### src/hw/slot_cap_pkg.sv
// Purpose: constants and types shared by the slot capability register bank
// Assumes: 32-bit classic Wishbone register port, byte addressed
// Notes: all stored fields reset to zero
//
// Overview of operation
// [RULE1] set bw change flag on autonomous phy speed/width change, not reliability
// [RULE2] set bw change flag when partner-initiated change is marked autonomous
// [RULE3] hold bw change flag at zero while bw notify capability is off
// [RULE4] bw change flag is always zero when the port is upstream
// [RULE5] writing one clears the bw change flag; writing zero leaves it
// [RULE6] all slot capability fields read zero while slot is not implemented
// [RULE7] presence flags in bits 0..4 for button, power, latch, indicators
// [RULE8] bit 5 says slot device may be removed without notice
// [RULE9] bit 6 says the slot supports hot-plug
// [RULE10] read-write power limit value in bits 14:7, reset zero
// [RULE11] read-write power limit scale in bits 16:15, four decimal multipliers
// [RULE12] every software write of slot capability sends a power limit message; writes made during a send share one follow-up message
// [RULE13] entering data link up also sends a power limit message
// [RULE14] bit 17 says an electromechanical interlock exists
// [RULE15] bit 18 is hardwired zero; command completion is always notified
// [RULE16] physical slot number in bits 31:19, reset zero
// [RULE17] software should set slot number zero for board-level links
package slot_cap_pkg;

   // -----------------------------------------------------------
   // register byte addresses
   // -----------------------------------------------------------
   localparam int ADR_W = 8;
   localparam logic [7:0] ADDR_LINK = 8'h50;
   localparam logic [7:0] ADDR_SLOT_CAP = 8'h54;
   localparam logic [7:0] ADDR_IRQ_STAT = 8'h60;
   localparam logic [7:0] ADDR_IRQ_MASK = 8'h64;
   localparam logic [7:0] ADDR_PORT_CFG = 8'h68;

   // -----------------------------------------------------------
   // slot capability layout
   // -----------------------------------------------------------
   localparam int ATTN_BTN_BIT = 0;
   localparam int PWR_CTRL_BIT = 1;
   localparam int LATCH_BIT = 2;
   localparam int ATTN_IND_BIT = 3;
   localparam int PWR_IND_BIT = 4;
   localparam int SURPRISE_BIT = 5;
   localparam int HOTPLUG_BIT = 6;
   localparam int PLV_LSB = 7;
   localparam int PLV_MSB = 14;
   localparam int PLS_LSB = 15;
   localparam int PLS_MSB = 16;
   localparam int INTERLOCK_BIT = 17;
   localparam int NO_CMD_DONE_BIT = 18;
   localparam int SLOT_NUM_LSB = 19;
   localparam int SLOT_NUM_MSB = 31;
   localparam logic [31:0] SLOT_RWL_MASK = 32'hFFFA007F;
   localparam logic [31:0] SLOT_RW_MASK = 32'h0001FF80;
   localparam logic [31:0] SLOT_CAP_RST = 32'h00000000;

   // power limit scale codes
   localparam logic [1:0] SCALE_X1 = 2'h0;
   localparam logic [1:0] SCALE_XP1 = 2'h1;
   localparam logic [1:0] SCALE_XP01 = 2'h2;
   localparam logic [1:0] SCALE_XP001 = 2'h3;

   // -----------------------------------------------------------
   // link status word: status half sits in bits 31:16
   // -----------------------------------------------------------
   localparam int LINK_STS_LSB = 16;
   localparam int AUTO_BW_BIT = 15;
   localparam int AUTO_BW_WORD_BIT = 31;
   localparam logic AUTO_BW_RST = 1'b0;

   // -----------------------------------------------------------
   // port configuration, interrupt status and mask
   // -----------------------------------------------------------
   localparam int CFG_W = 4;
   localparam int CFG_SLOT_BIT = 0;
   localparam int CFG_BWN_BIT = 1;
   localparam int CFG_UPSTREAM_BIT = 2;
   localparam int CFG_LOCK_BIT = 3;
   localparam logic [3:0] PORT_CFG_RST = 4'h0;
   localparam int IRQ_W = 2;
   localparam int IRQ_BW_BIT = 0;
   localparam int IRQ_SPL_BIT = 1;
   localparam logic [1:0] IRQ_RST = 2'h0;

   // power limit message sender states
   typedef enum logic [0:0] {
      SPL_IDLE = 1'b0,
      SPL_BUSY = 1'b1
   } spl_state_t;

endpackage

### src/hw/spl_msg_tx.sv
// Purpose: launches one power limit message per request taken while idle, with handshake
// Assumes: value and scale inputs are registered in the same clock domain
// Notes: requests during a send are merged into one follow-up message
`timescale 1ns/100ps
`default_nettype none
module spl_msg_tx (
   // clock and reset
   input wire logic sys_clk,
   input wire logic nrst,
   // request side
   input wire logic trigger,
   input wire logic [7:0] value,
   input wire logic [1:0] scale,
   output logic sent,
   // message side
   output logic msg_valid,
   input wire logic msg_ready,
   output logic [7:0] msg_value,
   output logic [1:0] msg_scale
);

   typedef struct packed {
      slot_cap_pkg::spl_state_t state;
      logic pending;
      logic valid;
      logic [7:0] value;
      logic [1:0] scale;
      logic sent;
   } tx_state_t;

   tx_state_t st_ff;
   tx_state_t nxt_st;

   // -----------------------------------------------------------
   // next state
   // -----------------------------------------------------------
   always_comb begin
      nxt_st = st_ff;
      nxt_st.sent = 1'b0;
      nxt_st.pending = st_ff.pending | trigger;
      case (st_ff.state)
         slot_cap_pkg::SPL_IDLE: begin
            // launch a cycle after the request so a write is already stored
            if (st_ff.pending) begin
               nxt_st.state = slot_cap_pkg::SPL_BUSY;
               nxt_st.valid = 1'b1;
               nxt_st.value = value;
               nxt_st.scale = scale;
               nxt_st.pending = trigger;
            end
         end
         slot_cap_pkg::SPL_BUSY: begin
            if (msg_ready) begin
               nxt_st.state = slot_cap_pkg::SPL_IDLE;
               nxt_st.valid = 1'b0;
               nxt_st.sent = 1'b1;
            end
         end
         default: begin
            nxt_st.state = slot_cap_pkg::SPL_IDLE;
            nxt_st.valid = 1'b0;
         end
      endcase
   end

   always_ff @(posedge sys_clk) begin
      if (!nrst) begin
         st_ff <= '0;
      end else begin
         st_ff <= nxt_st;
      end
   end

   assign msg_valid = st_ff.valid;
   assign msg_value = st_ff.value;
   assign msg_scale = st_ff.scale;
   assign sent = st_ff.sent;

endmodule // spl_msg_tx
`default_nettype wire

### src/hw/slot_cap_regs.sv
// Purpose: slot capability register and autonomous bandwidth status flag
// Assumes: phy events and link state come from logic on sys_clk
// Notes: classic Wishbone slave, one wait state, unmapped reads give zero
//
// Chosen here: the Wishbone register port.
`timescale 1ns/100ps
`default_nettype none
module slot_cap_regs (
   // clock and reset
   input wire logic sys_clk,
   input wire logic nrst,
   // wishbone slave
   input wire logic wb_cyc_i,
   input wire logic wb_stb_i,
   input wire logic wb_we_i,
   input wire logic [slot_cap_pkg::ADR_W-1:0] wb_adr_i,
   input wire logic [3:0] wb_sel_i,
   input wire logic [31:0] wb_dat_i,
   output logic [31:0] wb_dat_o,
   output logic wb_ack_o,
   // physical and data link layer status
   input wire logic phy_auto_bw_chg,
   input wire logic partner_auto_bw_chg,
   input wire logic dl_up,
   // power limit message to the downstream device
   output logic spl_msg_valid,
   input wire logic spl_msg_ready,
   output logic [7:0] spl_msg_value,
   output logic [1:0] spl_msg_scale,
   // interrupt
   output logic irq
);

   // -----------------------------------------------------------
   // state
   // -----------------------------------------------------------
   typedef struct packed {
      logic [31:0] slot_cap;
      logic autonomous_bw_change_flag;
      logic [slot_cap_pkg::CFG_W-1:0] port_cfg;
      logic [slot_cap_pkg::IRQ_W-1:0] irq_stat;
      logic [slot_cap_pkg::IRQ_W-1:0] irq_mask;
      logic [31:0] dat;
      logic ack;
      logic irq;
      logic dl_up_prev;
   } regs_state_t;

   regs_state_t st_ff;
   regs_state_t nxt_st;

   logic spl_trigger;
   logic spl_sent;
   logic [31:0] slot_view;

   // -----------------------------------------------------------
   // helpers
   // -----------------------------------------------------------
   function automatic logic [31:0] byte_mask(input logic [3:0] sel);
      logic [31:0] m;
      m = 32'h00000000;
      for (int i = 0; i < 4; i++) begin
         m[i*8 +: 8] = {8{sel[i]}};
      end
      return m;
   endfunction

   function automatic logic [31:0] merge(
      input logic [31:0] old_v,
      input logic [31:0] new_v,
      input logic [31:0] wmask
   );
      return (old_v & ~wmask) | (new_v & wmask);
   endfunction

   function automatic logic hit(
      input logic [slot_cap_pkg::ADR_W-1:0] adr,
      input logic [7:0] reg_adr
   );
      return adr[slot_cap_pkg::ADR_W-1:2] == reg_adr[7:2];
   endfunction

   // -----------------------------------------------------------
   // slot capability as software sees it
   // -----------------------------------------------------------
   always_comb begin
      slot_view = st_ff.slot_cap;
      slot_view[slot_cap_pkg::NO_CMD_DONE_BIT] = 1'b0; // [RULE15]
      if (!st_ff.port_cfg[slot_cap_pkg::CFG_SLOT_BIT]) begin
         slot_view = slot_cap_pkg::SLOT_CAP_RST; // [RULE6]
      end
   end

   // -----------------------------------------------------------
   // next state
   // -----------------------------------------------------------
   always_comb begin
      logic access;
      logic wr;
      logic rd;
      logic [31:0] wm;
      logic [31:0] slot_wr_mask;
      logic [31:0] cfg_word;
      logic [31:0] mask_word;
      logic [31:0] link_word;
      logic [31:0] rd_word;
      logic bw_eligible;
      logic bw_set;
      logic bw_clr;
      logic [slot_cap_pkg::IRQ_W-1:0] irq_set;
      logic [slot_cap_pkg::IRQ_W-1:0] irq_clr;

      access = 1'b0;
      wr = 1'b0;
      rd = 1'b0;
      wm = 32'h00000000;
      slot_wr_mask = 32'h00000000;
      cfg_word = 32'h00000000;
      mask_word = 32'h00000000;
      link_word = 32'h00000000;
      rd_word = 32'h00000000;
      bw_eligible = 1'b0;
      bw_set = 1'b0;
      bw_clr = 1'b0;
      irq_set = '0;
      irq_clr = '0;
      spl_trigger = 1'b0;

      nxt_st = st_ff;

      // bus handshake: one request taken per ack
      access = wb_cyc_i & wb_stb_i & ~st_ff.ack;
      wr = access & wb_we_i;
      rd = access & ~wb_we_i;
      wm = byte_mask(wb_sel_i);
      nxt_st.ack = access;

      // ---------------------------------------------------------
      // slot capability writes
      // ---------------------------------------------------------
      slot_wr_mask = slot_cap_pkg::SLOT_RW_MASK; // [RULE10] [RULE11]
      if (!st_ff.port_cfg[slot_cap_pkg::CFG_LOCK_BIT]) begin
         // locked fields: presence, surprise, hot-plug, interlock, slot number
         slot_wr_mask = slot_wr_mask | slot_cap_pkg::SLOT_RWL_MASK;
      end
      if (wr && hit(wb_adr_i, slot_cap_pkg::ADDR_SLOT_CAP)) begin
         if (st_ff.port_cfg[slot_cap_pkg::CFG_SLOT_BIT]) begin
            // [RULE7] [RULE8] [RULE9] [RULE14] [RULE16]
            nxt_st.slot_cap = merge(st_ff.slot_cap, wb_dat_i,
                                    wm & slot_wr_mask);
         end
         spl_trigger = 1'b1; // [RULE12]
      end

      // ---------------------------------------------------------
      // data link up entry
      // ---------------------------------------------------------
      nxt_st.dl_up_prev = dl_up;
      if (dl_up && !st_ff.dl_up_prev) begin
         spl_trigger = 1'b1; // [RULE13]
      end

      // ---------------------------------------------------------
      // autonomous bandwidth change flag
      // ---------------------------------------------------------
      bw_eligible = st_ff.port_cfg[slot_cap_pkg::CFG_BWN_BIT] &
                    ~st_ff.port_cfg[slot_cap_pkg::CFG_UPSTREAM_BIT];
      bw_set = phy_auto_bw_chg | partner_auto_bw_chg; // [RULE1] [RULE2]
      bw_clr = wr & hit(wb_adr_i, slot_cap_pkg::ADDR_LINK) &
               wm[slot_cap_pkg::AUTO_BW_WORD_BIT] &
               wb_dat_i[slot_cap_pkg::AUTO_BW_WORD_BIT];
      if (!bw_eligible) begin
         nxt_st.autonomous_bw_change_flag = 1'b0; // [RULE3] [RULE4]
      end else if (bw_set) begin
         // a change in the clearing cycle is kept
         nxt_st.autonomous_bw_change_flag = 1'b1; // [RULE1] [RULE2]
      end else if (bw_clr) begin
         nxt_st.autonomous_bw_change_flag = 1'b0; // [RULE5]
      end

      // ---------------------------------------------------------
      // port configuration and interrupt mask
      // ---------------------------------------------------------
      cfg_word = merge({{(32-slot_cap_pkg::CFG_W){1'b0}}, st_ff.port_cfg},
                       wb_dat_i, wm);
      if (wr && hit(wb_adr_i, slot_cap_pkg::ADDR_PORT_CFG)) begin
         nxt_st.port_cfg = cfg_word[slot_cap_pkg::CFG_W-1:0];
      end
      mask_word = merge({{(32-slot_cap_pkg::IRQ_W){1'b0}}, st_ff.irq_mask},
                        wb_dat_i, wm);
      if (wr && hit(wb_adr_i, slot_cap_pkg::ADDR_IRQ_MASK)) begin
         nxt_st.irq_mask = mask_word[slot_cap_pkg::IRQ_W-1:0];
      end

      // ---------------------------------------------------------
      // interrupt status: write one to clear, set wins
      // ---------------------------------------------------------
      irq_set[slot_cap_pkg::IRQ_BW_BIT] = bw_eligible & bw_set;
      irq_set[slot_cap_pkg::IRQ_SPL_BIT] = spl_sent;
      if (wr && hit(wb_adr_i, slot_cap_pkg::ADDR_IRQ_STAT)) begin
         irq_clr = wb_dat_i[slot_cap_pkg::IRQ_W-1:0] &
                   wm[slot_cap_pkg::IRQ_W-1:0];
      end
      nxt_st.irq_stat = (st_ff.irq_stat & ~irq_clr) | irq_set;
      nxt_st.irq = |(nxt_st.irq_stat & nxt_st.irq_mask);

      // ---------------------------------------------------------
      // read data
      // ---------------------------------------------------------
      link_word[slot_cap_pkg::LINK_STS_LSB + slot_cap_pkg::AUTO_BW_BIT] =
         st_ff.autonomous_bw_change_flag;
      if (hit(wb_adr_i, slot_cap_pkg::ADDR_LINK)) begin
         rd_word = link_word;
      end else if (hit(wb_adr_i, slot_cap_pkg::ADDR_SLOT_CAP)) begin
         rd_word = slot_view;
      end else if (hit(wb_adr_i, slot_cap_pkg::ADDR_IRQ_STAT)) begin
         rd_word = {{(32-slot_cap_pkg::IRQ_W){1'b0}}, st_ff.irq_stat};
      end else if (hit(wb_adr_i, slot_cap_pkg::ADDR_IRQ_MASK)) begin
         rd_word = {{(32-slot_cap_pkg::IRQ_W){1'b0}}, st_ff.irq_mask};
      end else if (hit(wb_adr_i, slot_cap_pkg::ADDR_PORT_CFG)) begin
         rd_word = {{(32-slot_cap_pkg::CFG_W){1'b0}}, st_ff.port_cfg};
      end
      if (rd) begin
         nxt_st.dat = rd_word;
      end
   end

   // -----------------------------------------------------------
   // state register
   // -----------------------------------------------------------
   always_ff @(posedge sys_clk) begin
      if (!nrst) begin
         st_ff <= '0;
         st_ff.slot_cap <= slot_cap_pkg::SLOT_CAP_RST;
         st_ff.autonomous_bw_change_flag <= slot_cap_pkg::AUTO_BW_RST;
         st_ff.port_cfg <= slot_cap_pkg::PORT_CFG_RST;
         st_ff.irq_stat <= slot_cap_pkg::IRQ_RST;
         st_ff.irq_mask <= slot_cap_pkg::IRQ_RST;
      end else begin
         st_ff <= nxt_st;
      end
   end

   // -----------------------------------------------------------
   // power limit message sender
   // -----------------------------------------------------------
   spl_msg_tx u_spl_msg_tx (
      .sys_clk(sys_clk),
      .nrst(nrst),
      .trigger(spl_trigger),
      .value(slot_view[slot_cap_pkg::PLV_MSB:slot_cap_pkg::PLV_LSB]),
      .scale(slot_view[slot_cap_pkg::PLS_MSB:slot_cap_pkg::PLS_LSB]),
      .sent(spl_sent),
      .msg_valid(spl_msg_valid),
      .msg_ready(spl_msg_ready),
      .msg_value(spl_msg_value),
      .msg_scale(spl_msg_scale)
   );

   assign wb_dat_o = st_ff.dat;
   assign wb_ack_o = st_ff.ack;
   assign irq = st_ff.irq;

endmodule // slot_cap_regs
`default_nettype wire

### config.mk
export PLATFORM = sky130hd
export DESIGN_NAME = slot_cap_regs
export DESIGN_NICKNAME = d
export VERILOG_FILES = /design/src/hw/slot_cap_pkg.sv /design/src/hw/spl_msg_tx.sv /design/src/hw/slot_cap_regs.sv
export SDC_FILE = /design/constraint.sdc
export NUM_CORES = 1
export LEC_CHECK = 0
export BUFFER_PORTS_ARGS = -buffer_cell sky130_fd_sc_hd__buf_2
export CAP_MARGIN = 5
export CORE_MARGIN = 8
export CORE_UTILIZATION = 53
export CTS_CLUSTER_DIAMETER = 120
export DETAILED_ROUTE_END_ITERATION = 7
export PLACE_DENSITY = 0.84
export SETUP_SLACK_MARGIN = 0.02
export SLEW_MARGIN = 10
export SYNTH_ARGS = -nofsm -noshare
export SYNTH_HDL_FRONTEND = slang
export SYNTH_HIERARCHICAL = 1
export SYNTH_SLANG_ARGS = --single-unit
### constraint.sdc
create_clock -name sys_clk -period 1.7 [get_ports sys_clk]
set_input_delay 0.34 -clock sys_clk [delete_from_list [all_inputs] [get_ports sys_clk]]
set_output_delay 0.34 -clock sys_clk [all_outputs]
set_load 0.03 [all_outputs]
After elaboration in Yosys (flattened, before gate mapping) --
Cells that the tools add are included.
Word-level totals: register bits 90, word-level logic and storage cells 86
Operators by class: eq/ne operators 7, mux-type cells 20, bitwise gates (word level) 31, reduce and logical (&&, ||, !) cells 13
Operator list (number):
- $mux W32 | 4
- $and A32 B32 Y32 | 3
- $not A32 Y32 | 1
- $or A32 B32 Y32 | 1
- $eq A6 B5 Y1 const B | 5
- $mux W13 | 1
- $mux W4 | 3
- $reduce_and A2 Y1 | 5
- $and A1 B1 Y1 | 9
- $and A2 B2 Y2 | 4
- $and A4 B4 Y4 | 2
- $mux W1 | 8
- $logic_and A1 B1 Y1 | 5
- $mux W2 | 2
- $not A1 Y1 | 4
- $not A4 Y4 | 1
- $or A2 B2 Y2 | 2
- $or A4 B4 Y4 | 1
- $pmux W1 S2 | 2
- $ne A2 B1 Y1 const B | 1
- $ne A2 B2 Y1 const B | 1
- $not A2 Y2 | 1
- $or A1 B1 Y1 | 2
- $reduce_bool A2 Y1 | 1
- other kinds (2) | 2

Logic depth before layout (Yosys ltp) --
Gate-level depths: netlist of the first run.
word-level depth 10, mapped depth 6, depth with buffers taken out 5

By module --
Netlist of the first run, hierarchy kept.
By module, submodules not included:
- slot_cap_regs | times used 1, cells each 369, area an instance 3464.6 µm²
- spl_msg_tx | times used 1, cells each 65, area an instance 605.6 µm²

Worst setup path after synthesis of the first run --
Ideal clock, no wire load.
kind register -> register, start reg st_ff (netlist bit wb_ack_o), end reg (tool-made name), library setup time 0.072 ns, data arrival time 1.477 ns, setup slack 0.151 ns, stages on the path, launching flop included 6, period minus slack after synthesis 1.549 ns, cell sequence dfxtp_1 nand4b_1 nor4_4 and2_1 buf_6 mux2i_1
RTL lines:
- start, declared | line slot_cap_regs.sv:49 | regs_state_t st_ff;
- start signal, assigned | line slot_cap_regs.sv:240 | st_ff <= nxt_st;

==> Implementation_results.wiki, run 1 <==
{| class="wikitable"
! Metric !! Value
|-
| Ant diodes || 0
|-
| Quantity of gates resized following cts || 0
|-
| Number of nets in the synthesized netlist || 487
|-
| Synthesized area || 0.00407 sq mm
|-
| Sequential cell area || 0.00176 sq mm
|-
| Initial DRC count || 174
|-
| Average wire length per cell after detail routing || 15.9 microns
|-
| Instance count after placement with tap cells included || 578
|-
| Post-synthesis sequential element count || 88
|-
| Total detailed-routing wirelength || 9480 microns
|-
| Chip width || 104 microns
|-
| YS warnings || 6
|-
| Sequential element share of the synthesized area || 0.433
|-
| Syn avg cell area || 9.38 sq um
|-
| Max-cap violations || 0
|-
| Number of top-level pins || 98
|-
| Worst max-slew margin expressed relative to the limit || 0.648
|-
| H-tree levels || 3
|-
| Port-buffer cells || 93
|-
| Post-Place Setup Slack || -0.0194 ns
|-
| Via total after detailed routing || 3130
|-
| Total CTS buffers || 9
|-
| Final Hold Viols || 0
|-
| Worst clock skew || 0.00998 ns
|-
| Required time at the worst-slack endpoint || 1.96 ns
|-
| Buffers from clock root to sink, at most || 2
|-
| Switching portion of total power || 0.230
|-
| Cell area power density || 826 mW/mm^2
|-
| Clock sink count || 88
|-
| Detail Route Antenna Nets || 0
|-
| Area taken by multi-input logic gates || 0.00180 sq mm
|-
| Number of antenna violations at the first check in global routing || 1
|-
| Core Footprint || 0.00757 sq mm
|-
| Post-CTS setup-driven buffer insertion count || 0
|-
| Gate count after technology mapping || 434
|-
| Class of the most critical hold timing path || input pin to register
|-
| Clock-pin transition on the worst setup and hold timing paths || 0.09 ns
|-
| Setup TNS || 0 ns
|-
| Ratio of final minimum period to clock period || 0.927
|-
| Detailed Routing Iterations Pass 1 || 4
|-
| Number of cells traversed by the worst hold path || 2
|-
| Root cell of the clock tree || sky130_fd_sc_hd__clkbuf_8
|-
| Most frequent standard cell in the layout excluding fill and tap cells || sky130_fd_sc_hd__buf_2
|-
| CTS tree || yes
|-
| Tightest hold margin || 0.187 ns
|-
| Cell leakage power || 1.92 nW
|-
| Largest net degree at the start of global routing || 40
|-
| Cts hold-fix bufs || 0
|-
| Vias per std cell || 5.25
|-
| Arrival time at the worst endpoint || 1.84 ns
|-
| Critical path capture point type || register
|-
| Final layout net count || 542
|-
| Total half-perimeter wirelength after legalization and detailed placement || 6990 microns
|-
| Most frequent cells in the layout || sky130_fd_sc_hd__buf_2 (92), sky130_fd_sc_hd__dfxtp_1 (88), sky130_fd_sc_hd__nand2_1 (84)
|-
| Power share of the combinational group || 0.068
|-
| Final Setup Violations || 0
|-
| Starting utilization of the core area || 0.538
|-
| Sequential cell fraction of total power || 0.543
|-
| Drc violations || 0
|-
| Switch Pwr || 877 uW
|-
| Finished Layout Cells || 596
|-
| Number of slew-limit violations in the final report || 0
|-
| Row Count || 32
|-
| Tmin final || 1.58 ns
|-
| Clock group share of total power || 0.389
|-
| Routability congestion estimate || 0.903
|-
| Achievable frequency || 634 MHz
|-
| Transition time of the tightest slew-check pin || 0.515 ns
|-
| DIE HEIGHT || 104 microns
|-
| Unrepaired setup endpoints after global routing || false
|-
| Worst Setup Start Kind || register
|-
| Critical Path Fanout Max || 8
|-
| Length in cells of the worst reg-to-reg path || 5
|-
| Worst-case vdd ir drop || 493 uV
|-
| Run status || finished clean
|-
| Slack of the worst reg-to-reg path || 0.12 ns
|-
| Internal power of the cells || 2.94 mW
|-
| Total of fill cells in the finished design || 636
|-
| Finished Core Util || 0.611
|-
| Least setup slack across all paths after layout || 0.124 ns
|-
| Worst Hold Endpoint || u_spl_msg_tx/st_ff[13]
|-
| Number of global-route vias before repair || 3364
|-
| Wire length of the first global-routing pass || 15700 microns
|-
| Startpoint-to-endpoint class of the critical path || register to register
|-
| Total global routing overflow || 0
|-
| Share of cells above drive strength 1 || 0.283
|-
| Layout area overhead || 13.6%
|-
| Total routing resource utilization after global routing || 0.172
|-
| Clk_lat worst skew || 0.35 ns
|-
| Worst Hold Launch || spl_msg_ready
|-
| Number of distinct standard cells referenced by the synthesized netlist || 41
|-
| Floorplan die area || 0.0107 sq mm
|}
==> cells by family (layout without fill, tap and decap cells) <==
kind of cell           count (synthesis)  in the layout  share of synthesized area
DFF                                   88             88                      0.433
muxes                                 46             46                      0.113
buffers and inverters                 76            136                      0.125
and+or+nand+nor                      170            170                      0.227
AOI/OAI and AO/OA                     53             53                      0.101
other                                  1              1                   0.000921
==> synthesized netlist by cell type, drive strengths merged <==
library cell	instances	share of area
nor2b	35	0.054
nor2	3	0.0028
o22ai	1	0.0015
nor4	1	0.0052
o32ai	1	0.0022
nand2	85	0.079
a2111oi	2	0.0043
nand4b	1	0.0022
mux2i	45	0.11
and4b	2	0.0049
dfxtp	88	0.43
clkbuf	15	0.014
nand3b	1	0.0018
nand4	5	0.0077
nor3	1	0.0025
buf	56	0.11
and3	7	0.012
o21ai	6	0.0074
a32oi	27	0.058
nand2b	3	0.0046
a21boi	1	0.0018
and2	16	0.025
inv	5	0.0046
o31ai	2	0.0037
conb	1	0.00092
a21oi	8	0.013
and4bb	2	0.0080
a22oi	2	0.0037
nand3	6	0.0074
o21a	1	0.0018
nand4bb	2	0.0095
o22a	1	0.0022
o2bb2ai	1	0.0022
mux2	1	0.0028
==> routing by layer <==
metal / vias up / global-route usage / share of wire
met5: - / 0 / 0.00084
met4: 2 / 0.0514 / 0.0066
met3: 10 / 0.0465 / 0.058
met2: 79 / 0.287 / 0.47
met1: 1483 / 0.210 / 0.46
li1: 1556 / - / -
==> area by class of cell <==
| type | count | share of cell area |
|---|---|---|
| multi-input combinational | 270 | 0.389 |
| sequential | 88 | 0.381 |
| timing repair buffer | 115 | 0.153 |
| clock buffer | 12 | 0.0335 |
| tap | 102 | 0.0276 |
| clock inverter | 4 | 0.0114 |
| inverter | 5 | 0.00406 |
==> worst max-delay path, cell delays in order, from the launching register on <==
cell                       delay (ns)
sky130_fd_sc_hd__dfxtp_1         0.48
sky130_fd_sc_hd__nand2b_1        0.14
sky130_fd_sc_hd__nor4_4          0.30
sky130_fd_sc_hd__and2_1          0.22
sky130_fd_sc_hd__buf_12          0.14
sky130_fd_sc_hd__mux2i_1         0.21
==> power groups by stage <==
stage | logic [mW] | clock network [mW] | registers, mW
6_report | 0.258 | 1.49 | 2.08
3_3_place_gp | 0.243 | 0 | 2.12
4_1_cts | 0.252 | 1.51 | 2.08
3_5_place_dp | 0.250 | 0 | 2.12
5_1_grt | 0.280 | 1.61 | 2.08
2_1_floorplan | 0.139 | 0 | 2.13
==> worst max path at each step <==
stage	to	depth (start not counted)
6_report	register	5
2_1_floorplan	register	5
3_5_place_dp	register	6
3_3_place_gp	register	6
5_1_grt	register	5
4_1_cts	register	5
==> metrics by stage <==
step,power (mW),area [sq um]
3_3_place_gp,2.37,4390
2_1_floorplan,2.27,4070
3_5_place_dp,2.37,4390
6_report,3.82,4620
4_1_cts,3.83,4600
5_1_grt,3.97,4620
(Power assumes the default switching activity.)
==> run 2: changes to the inputs <==
Settings changed: ABC_AREA set to 0.
Clock period 1.7 ns to 1.56 ns, I/O delays scaled along.
==> Implementation_results.wiki, run 2 (same netlist as run 1, synthesis figures left out) <==
{| class="wikitable"
! Metric !! Value
|-
| Max-cap violations || 0 (unchanged)
|-
| Area taken by multi-input logic gates || 0.00186 sq mm (+3.1%)
|-
| Final layout net count || 547 (+0.92%)
|-
| Violated checks || negative setup slack
|-
| Total routing resource utilization after global routing || 0.171 (-0.000804)
|-
| Clock-pin transition on the worst setup and hold timing paths || 0.09 ns (about the same)
|-
| Vias per std cell || 5.28 (+0.59%)
|-
| Sequential cell area || 0.00176 sq mm (about the same)
|-
| Slack of the worst reg-to-reg path || -0.02 ns (-0.14 ns)
|-
| Critical Path Fanout Max || 8 (unchanged)
|-
| Layout area overhead || 15.8%
|-
| Ant diodes || 0 (unchanged)
|-
| Worst Setup Start Kind || register
|-
| Worst-case vdd ir drop || 472 uV (-4.2%)
|-
| Worst clock skew || 0.00567 ns (-0.00431 ns)
|-
| Unrepaired setup endpoints after global routing || true
|-
| Via total after detailed routing || 3175 (+1.4%)
|-
| Kind of cell with the highest combined delay on the critical path || simple AND/OR/NAND/NOR gates
|-
| Clock sink count || 88 (unchanged)
|-
| Post-route design area || 0.00471 sq mm (+1.9%)
|-
| Buffers from clock root to sink, at most || 2 (unchanged)
|-
| Total CTS buffers || 9 (unchanged)
|-
| Achievable frequency || 634 MHz (about the same)
|-
| Worst Hold Endpoint || u_spl_msg_tx/st_ff[13]
|-
| H-tree levels || 3 (unchanged)
|-
| Routability congestion estimate || 0.891 (-1.4%)
|-
| Tightest hold margin || 0.142 ns (-0.0456 ns)
|-
| Number of cells traversed by the worst hold path || 2 (unchanged)
|-
| Total global routing overflow || 0 (unchanged)
|-
| Startpoint-to-endpoint class of the critical path || register to register
|-
| Number of top-level pins || 98 (unchanged)
|-
| Core Footprint || 0.00757 sq mm (unchanged)
|-
| Maximum single-stage delay on the critical path || 0.32 ns (-0.16 ns)
|-
| Detailed Routing Iterations Pass 1 || 4 (unchanged)
|-
| Length in cells of the worst reg-to-reg path || 7 (+2)
|-
| Crit-path cells || nand4b_1 -> buf_6 -> nor4_4 -> buf_4 -> and2_4 -> buf_12 -> mux2i_1
|-
| DIE HEIGHT || 104 microns (unchanged)
|-
| Cell with the largest stage delay on the worst path || sky130_fd_sc_hd__dfxtp_2
|-
| Initial DRC count || 150 (-14%)
|-
| Root cell of the clock tree || sky130_fd_sc_hd__clkbuf_8
|-
| Largest net degree at the start of global routing || 43 (+7.5%)
|-
| Port-buffer cells || 93 (unchanged)
|-
| Final Hold Viols || 0 (unchanged)
|-
| Wire length of the first global-routing pass || 15300 microns (-2.9%)
|-
| Least setup slack across all paths after layout || -0.0174 ns (-0.141 ns)
|-
| Floorplan die area || 0.0107 sq mm (unchanged)
|-
| Final Setup Violations || 1 (+1)
|-
| Total half-perimeter wirelength after legalization and detailed placement || 6760 microns (-3.3%)
|-
| Worst max-slew margin expressed relative to the limit || 0.469 (-0.178)
|-
| Row Count || 32 (unchanged)
|-
| Number of global-route vias before repair || 3244 (-3.6%)
|-
| Most frequent cells in the layout || sky130_fd_sc_hd__buf_2 (92), sky130_fd_sc_hd__dfxtp_1 (87), sky130_fd_sc_hd__nand2_1 (84)
|-
| Instance area after placement || 0.00443 sq mm (+1.0%)
|-
| Share of cells above drive strength 1 || 0.311 (+0.0272)
|-
| Number of slew-limit violations in the final report || 0 (unchanged)
|-
| Most frequent standard cell in the layout excluding fill and tap cells || sky130_fd_sc_hd__buf_2
|-
| Clk_lat worst skew || 0.36 ns (about the same)
|-
| Starting utilization of the core area || 0.538 (unchanged)
|-
| Number of antenna violations at the first check in global routing || 0 (-1)
|-
| CTS tree || yes
|-
| Arrival time at the worst endpoint || 1.86 ns (+0.02 ns)
|-
| CP Buf/Inv Count || 3 (+2)
|-
| Cell count along the critical path || 7 (+2)
|-
| Total of fill cells in the finished design || 619 (-2.7%)
|-
| Tmin final || 1.58 ns (+0.00113 ns)
|-
| Cts hold-fix bufs || 0 (unchanged)
|-
| Worst Hold Launch || spl_msg_ready
|-
| Run status || complete, but fails checks
|-
| Required time at the worst-slack endpoint || 1.85 ns (-0.11 ns)
|-
| Critical path capture point type || register
|-
| Post-layout power || 4.16 mW (+9.0%)
|-
| Drc violations || 0 (unchanged)
|-
| Post-Place Setup Slack || -0.195 ns (-0.176 ns)
|-
| Cell area power density || 883 mW/mm^2 (+7.0%)
|-
| Average wire length per cell after detail routing || 15.6 microns (-1.8%)
|-
| Cell leakage power || 1.96 nW (+2.1%)
|-
| Beginning of the worst register-to-register path || wb_ack_o
|-
| Ratio of final minimum period to clock period || 1.01 (+0.0839)
|-
| Detail Route Antenna Nets || 0 (unchanged)
|-
| Chip width || 104 microns (unchanged)
|-
| Class of the most critical hold timing path || input pin to register
|-
| Total detailed-routing wirelength || 9390 microns (-0.98%)
|-
| Transition time of the tightest slew-check pin || 0.794 ns (+0.279 ns)
|}
==> run 2: changes by cell type in the layout (fill, tap and decap cells not counted), sizes merged <==
cell,delta
buf,+5
clkbuf,-3
clkinvlp,+1
inv,+2
==> run 2: cell type report <==
type                       instances  share of cell area
multi-input combinational        270               0.394
sequential                        88               0.374
timing repair buffer             120               0.159
tap                              102              0.0271
clock buffer                       9              0.0263
clock inverter                     7              0.0165
inverter                           5             0.00398
==> run 2: routing by layer <==
layer / vias up / GRT usage / routed length (microns)
met4: 0 / 0.0808 / 128
met3: 11 / 0.0508 / 631
li1: 1563 / - / -
met2: 98 / 0.281 / 4440
met5: - / 0 / 0
met1: 1503 / 0.199 / 4190
==> run 2: repair_timing <==
| action | 4_1_cts | 5_1_grt |
|---|---|---|
| setup buffers | 3 | 1 |
| pin swaps | 1 | 6 |
| endpoints found under the hold margin | 0 | 0 |
| gates resized for setup | 0 | 15 |
| setup endpoints to repair | 21 | 40 |
==> run 2: power breakdown <==
part	internal [mW]	total, mW	switching (mW)
sequential	2.25	2.26	0.00697
combinational	0.129	0.293	0.165
clock	0.754	1.61	0.856
total	3.14	4.16	1.03
==> run 2: worst max path at each step <==
stage	from	slack, ns	endpoint
2_1_floorplan	wb_ack_o	0.08	register
4_1_cts	wb_ack_o	0.03	register
3_3_place_gp	wb_adr_i[7]	-0.11	register
5_1_grt	wb_ack_o	-0.07	register
6_report	wb_ack_o	-0.02	register
3_5_place_dp	wb_adr_i[7]	-0.19	register
==> run 2: through the flow <==
stage	utilization	cells	TNS (ns)
floorplan	-	434	0
global placement	0.586	582	-2.55
detailed placement	0.586	582	-4.81
CTS	0.615	601	0
global route	0.623	601	-0.574
finish	0.623	601	-0.0174
==> run 3: changes to the inputs <==
Settings changed: CORE_UTILIZATION 53 to 55, PLACE_DENSITY 0.84 to 0.87, SETUP_SLACK_MARGIN 0.02 to not set.
Clock period 1.56 ns to 1.85 ns, I/O delays scaled along.
==> Implementation_results.wiki, run 3 (same netlist as run 1, synthesis figures left out) <==
{| class="wikitable"
! Metric !! Value
|-
| Transition time of the tightest slew-check pin || 0.655 ns (-0.139 ns)
|-
| Slack of the worst reg-to-reg path || 0.22 ns (+0.24 ns)
|-
| Number of global-route vias before repair || 3104 (-4.3%)
|-
| Initial DRC count || 161 (+7.3%)
|-
| Class of the most critical hold timing path || input pin to register
|-
| Most frequent cells in the layout || sky130_fd_sc_hd__buf_2 (92), sky130_fd_sc_hd__dfxtp_1 (88), sky130_fd_sc_hd__nand2_1 (84)
|-
| Cts hold-fix bufs || 0 (unchanged)
|-
| Root cell of the clock tree || sky130_fd_sc_hd__clkbuf_8
|-
| CTS tree || yes
|-
| Ant diodes || 0 (unchanged)
|-
| Row Count || 31 (-3.1%)
|-
| Layout area overhead || 10.7%
|-
| Arrival time at the worst endpoint || 1.90 ns (+0.04 ns)
|-
| Total detailed-routing wirelength || 9030 microns (-3.8%)
|-
| Quantity of gates resized following cts || 0 (unchanged)
|-
| Startpoint-to-endpoint class of the critical path || register to register
|-
| Run status || finished clean
|-
| Core Footprint || 0.00721 sq mm (-4.7%)
|-
| Final Setup Violations || 0 (-1)
|-
| Worst Hold Endpoint || u_spl_msg_tx/st_ff[13]
|-
| Unrepaired setup endpoints after global routing || false
|-
| Sequential cell area || 0.00176 sq mm (about the same)
|-
| H-tree levels || 3 (unchanged)
|-
| Required time at the worst-slack endpoint || 2.12 ns (+0.27 ns)
|-
| Post-layout power || 3.35 mW (-20%)
|-
| Average wire length per cell after detail routing || 15.4 microns (-1.2%)
|-
| Drc violations || 0 (unchanged)
|-
| Wire length of the first global-routing pass || 14400 microns (-5.5%)
|-
| Critical Path Fanout Max || 5 (-3)
|-
| Starting utilization of the core area || 0.564 (+0.0263)
|-
| Beginning of the worst register-to-register path || wb_ack_o
|-
| Setup TNS || 0 ns (+0.0174 ns)
|-
| Routability congestion estimate || 0.933 (+4.7%)
|-
| Tmin final || 1.63 ns (+0.0528 ns)
|-
| Clock-pin transition on the worst setup and hold timing paths || 0.09 ns (about the same)
|-
| Vias per std cell || 5.26 (-0.47%)
|-
| Total CTS buffers || 9 (unchanged)
|-
| Max-cap violations || 0 (unchanged)
|-
| Final layout net count || 534 (-2.4%)
|-
| Total half-perimeter wirelength after legalization and detailed placement || 6570 microns (-2.8%)
|-
| Achievable frequency || 613 MHz (-3.2%)
|-
| Number of cells traversed by the worst hold path || 2 (unchanged)
|-
| Cell area power density || 742 mW/mm^2 (-16%)
|-
| Post-CTS setup-driven buffer insertion count || 0 (-3)
|-
| Worst max-slew margin expressed relative to the limit || 0.561 (+0.0920)
|-
| Via total after detailed routing || 3076 (-3.1%)
|-
| Detail Route Antenna Nets || 0 (unchanged)
|-
| Most frequent standard cell in the layout excluding fill and tap cells || sky130_fd_sc_hd__buf_2
|-
| Chip width || 102 microns (-1.5%)
|-
| Ratio of final minimum period to clock period || 0.881 (-0.130)
|-
| Largest net degree at the start of global routing || 75 (+74%)
|-
| Worst clock skew || 0.00760 ns (+0.00192 ns)
|-
| Final Hold Viols || 0 (unchanged)
|-
| Length in cells of the worst reg-to-reg path || 6 (-1)
|-
| Number of slew-limit violations in the final report || 0 (unchanged)
|-
| Buffers from clock root to sink, at most || 2 (unchanged)
|-
| Clock sink count || 88 (unchanged)
|-
| Worst Setup Start Kind || register
|-
| Share of cells above drive strength 1 || 0.272 (-0.0390)
|-
| Worst-case vdd ir drop || 518 uV (+9.6%)
|-
| Total routing resource utilization after global routing || 0.174 (+0.00281)
|-
| Number of top-level pins || 98 (unchanged)
|-
| Number of antenna violations at the first check in global routing || 0 (unchanged)
|-
| Port-buffer cells || 93 (unchanged)
|-
| Total of fill cells in the finished design || 649 (+4.8%)
|-
| DIE HEIGHT || 102 microns (-1.5%)
|-
| Worst Hold Launch || spl_msg_ready
|-
| Critical path capture point type || register
|-
| Area taken by multi-input logic gates || 0.00180 sq mm (-3.0%)
|-
| Total global routing overflow || 0 (unchanged)
|-
| Floorplan die area || 0.0104 sq mm (-3.1%)
|-
| Cell leakage power || 1.85 nW (-5.5%)
|-
| Detailed Routing Iterations Pass 1 || 4 (unchanged)
|-
| Clk_lat worst skew || 0.35 ns (about the same)
|}
[run 3: cell types whose count changed in the layout (fill, tap and decap cells not counted), moves of 2 or more]
cell | before | now
sky130_fd_sc_hd__buf_4 | 19 | 11
sky130_fd_sc_hd__buf_6 | 4 | 0
sky130_fd_sc_hd__and2_1 | 13 | 16
sky130_fd_sc_hd__and2_4 | 3 | 0
sky130_fd_sc_hd__o31ai_1 | 0 | 2
[run 3: metal layers]
layer  routed length, microns  track usage
met1                     3930        0.211
met2                     4120        0.276
met3                      887       0.0702
met4                       91       0.0519
met5                        0            0
[run 3: power by group]
part	total (mW)	internal, mW	switching (mW)
sequential	1.91	1.90	0.00630
clock	1.21	0.505	0.704
combinational	0.228	0.0968	0.131
total	3.35	2.50	0.842
[run 3: cell type report]
class                   count  area share
flip-flops and latches     88       0.391
well taps                  99      0.0275
inverters                   5     0.00417
clock buffers              10      0.0283
multi-input cells         270       0.400
clock inverters             6      0.0111
repair buffers            107       0.138
[run 3: worst max-delay path by stage]
stage | startpoint | endpoint | cells past startpoint
global placement | wb_adr_i[7] | register | 6
global route | wb_ack_o | register | 6
floorplan | wb_ack_o | register | 5
detailed placement | wb_adr_i[7] | register | 6
finish | wb_ack_o | register | 6
CTS | wb_ack_o | register | 6
[run 3: critical path, cell delays in order (launching register included)]
cell and delay, ns:
sky130_fd_sc_hd__dfxtp_1 0.35, sky130_fd_sc_hd__nand4b_1 0.17, sky130_fd_sc_hd__buf_4 0.17, sky130_fd_sc_hd__nor4_4 0.33, sky130_fd_sc_hd__and2_1 0.20, sky130_fd_sc_hd__buf_4 0.15, sky130_fd_sc_hd__mux2i_1 0.19
[run 3: stage by stage]
step                      hold WS (ns)  cells  cell area (sq um)   util  worst slack (ns)
after floorplan                  0.435    434               4070      -             0.301
after global placement           0.439    569               4330  0.600             0.102
after detailed placement         0.450    569               4330  0.600            0.0643
after CTS                        0.190    585               4510  0.625             0.210
after global routing             0.212    585               4510  0.625            0.0881
final                            0.211    585               4510  0.625             0.220
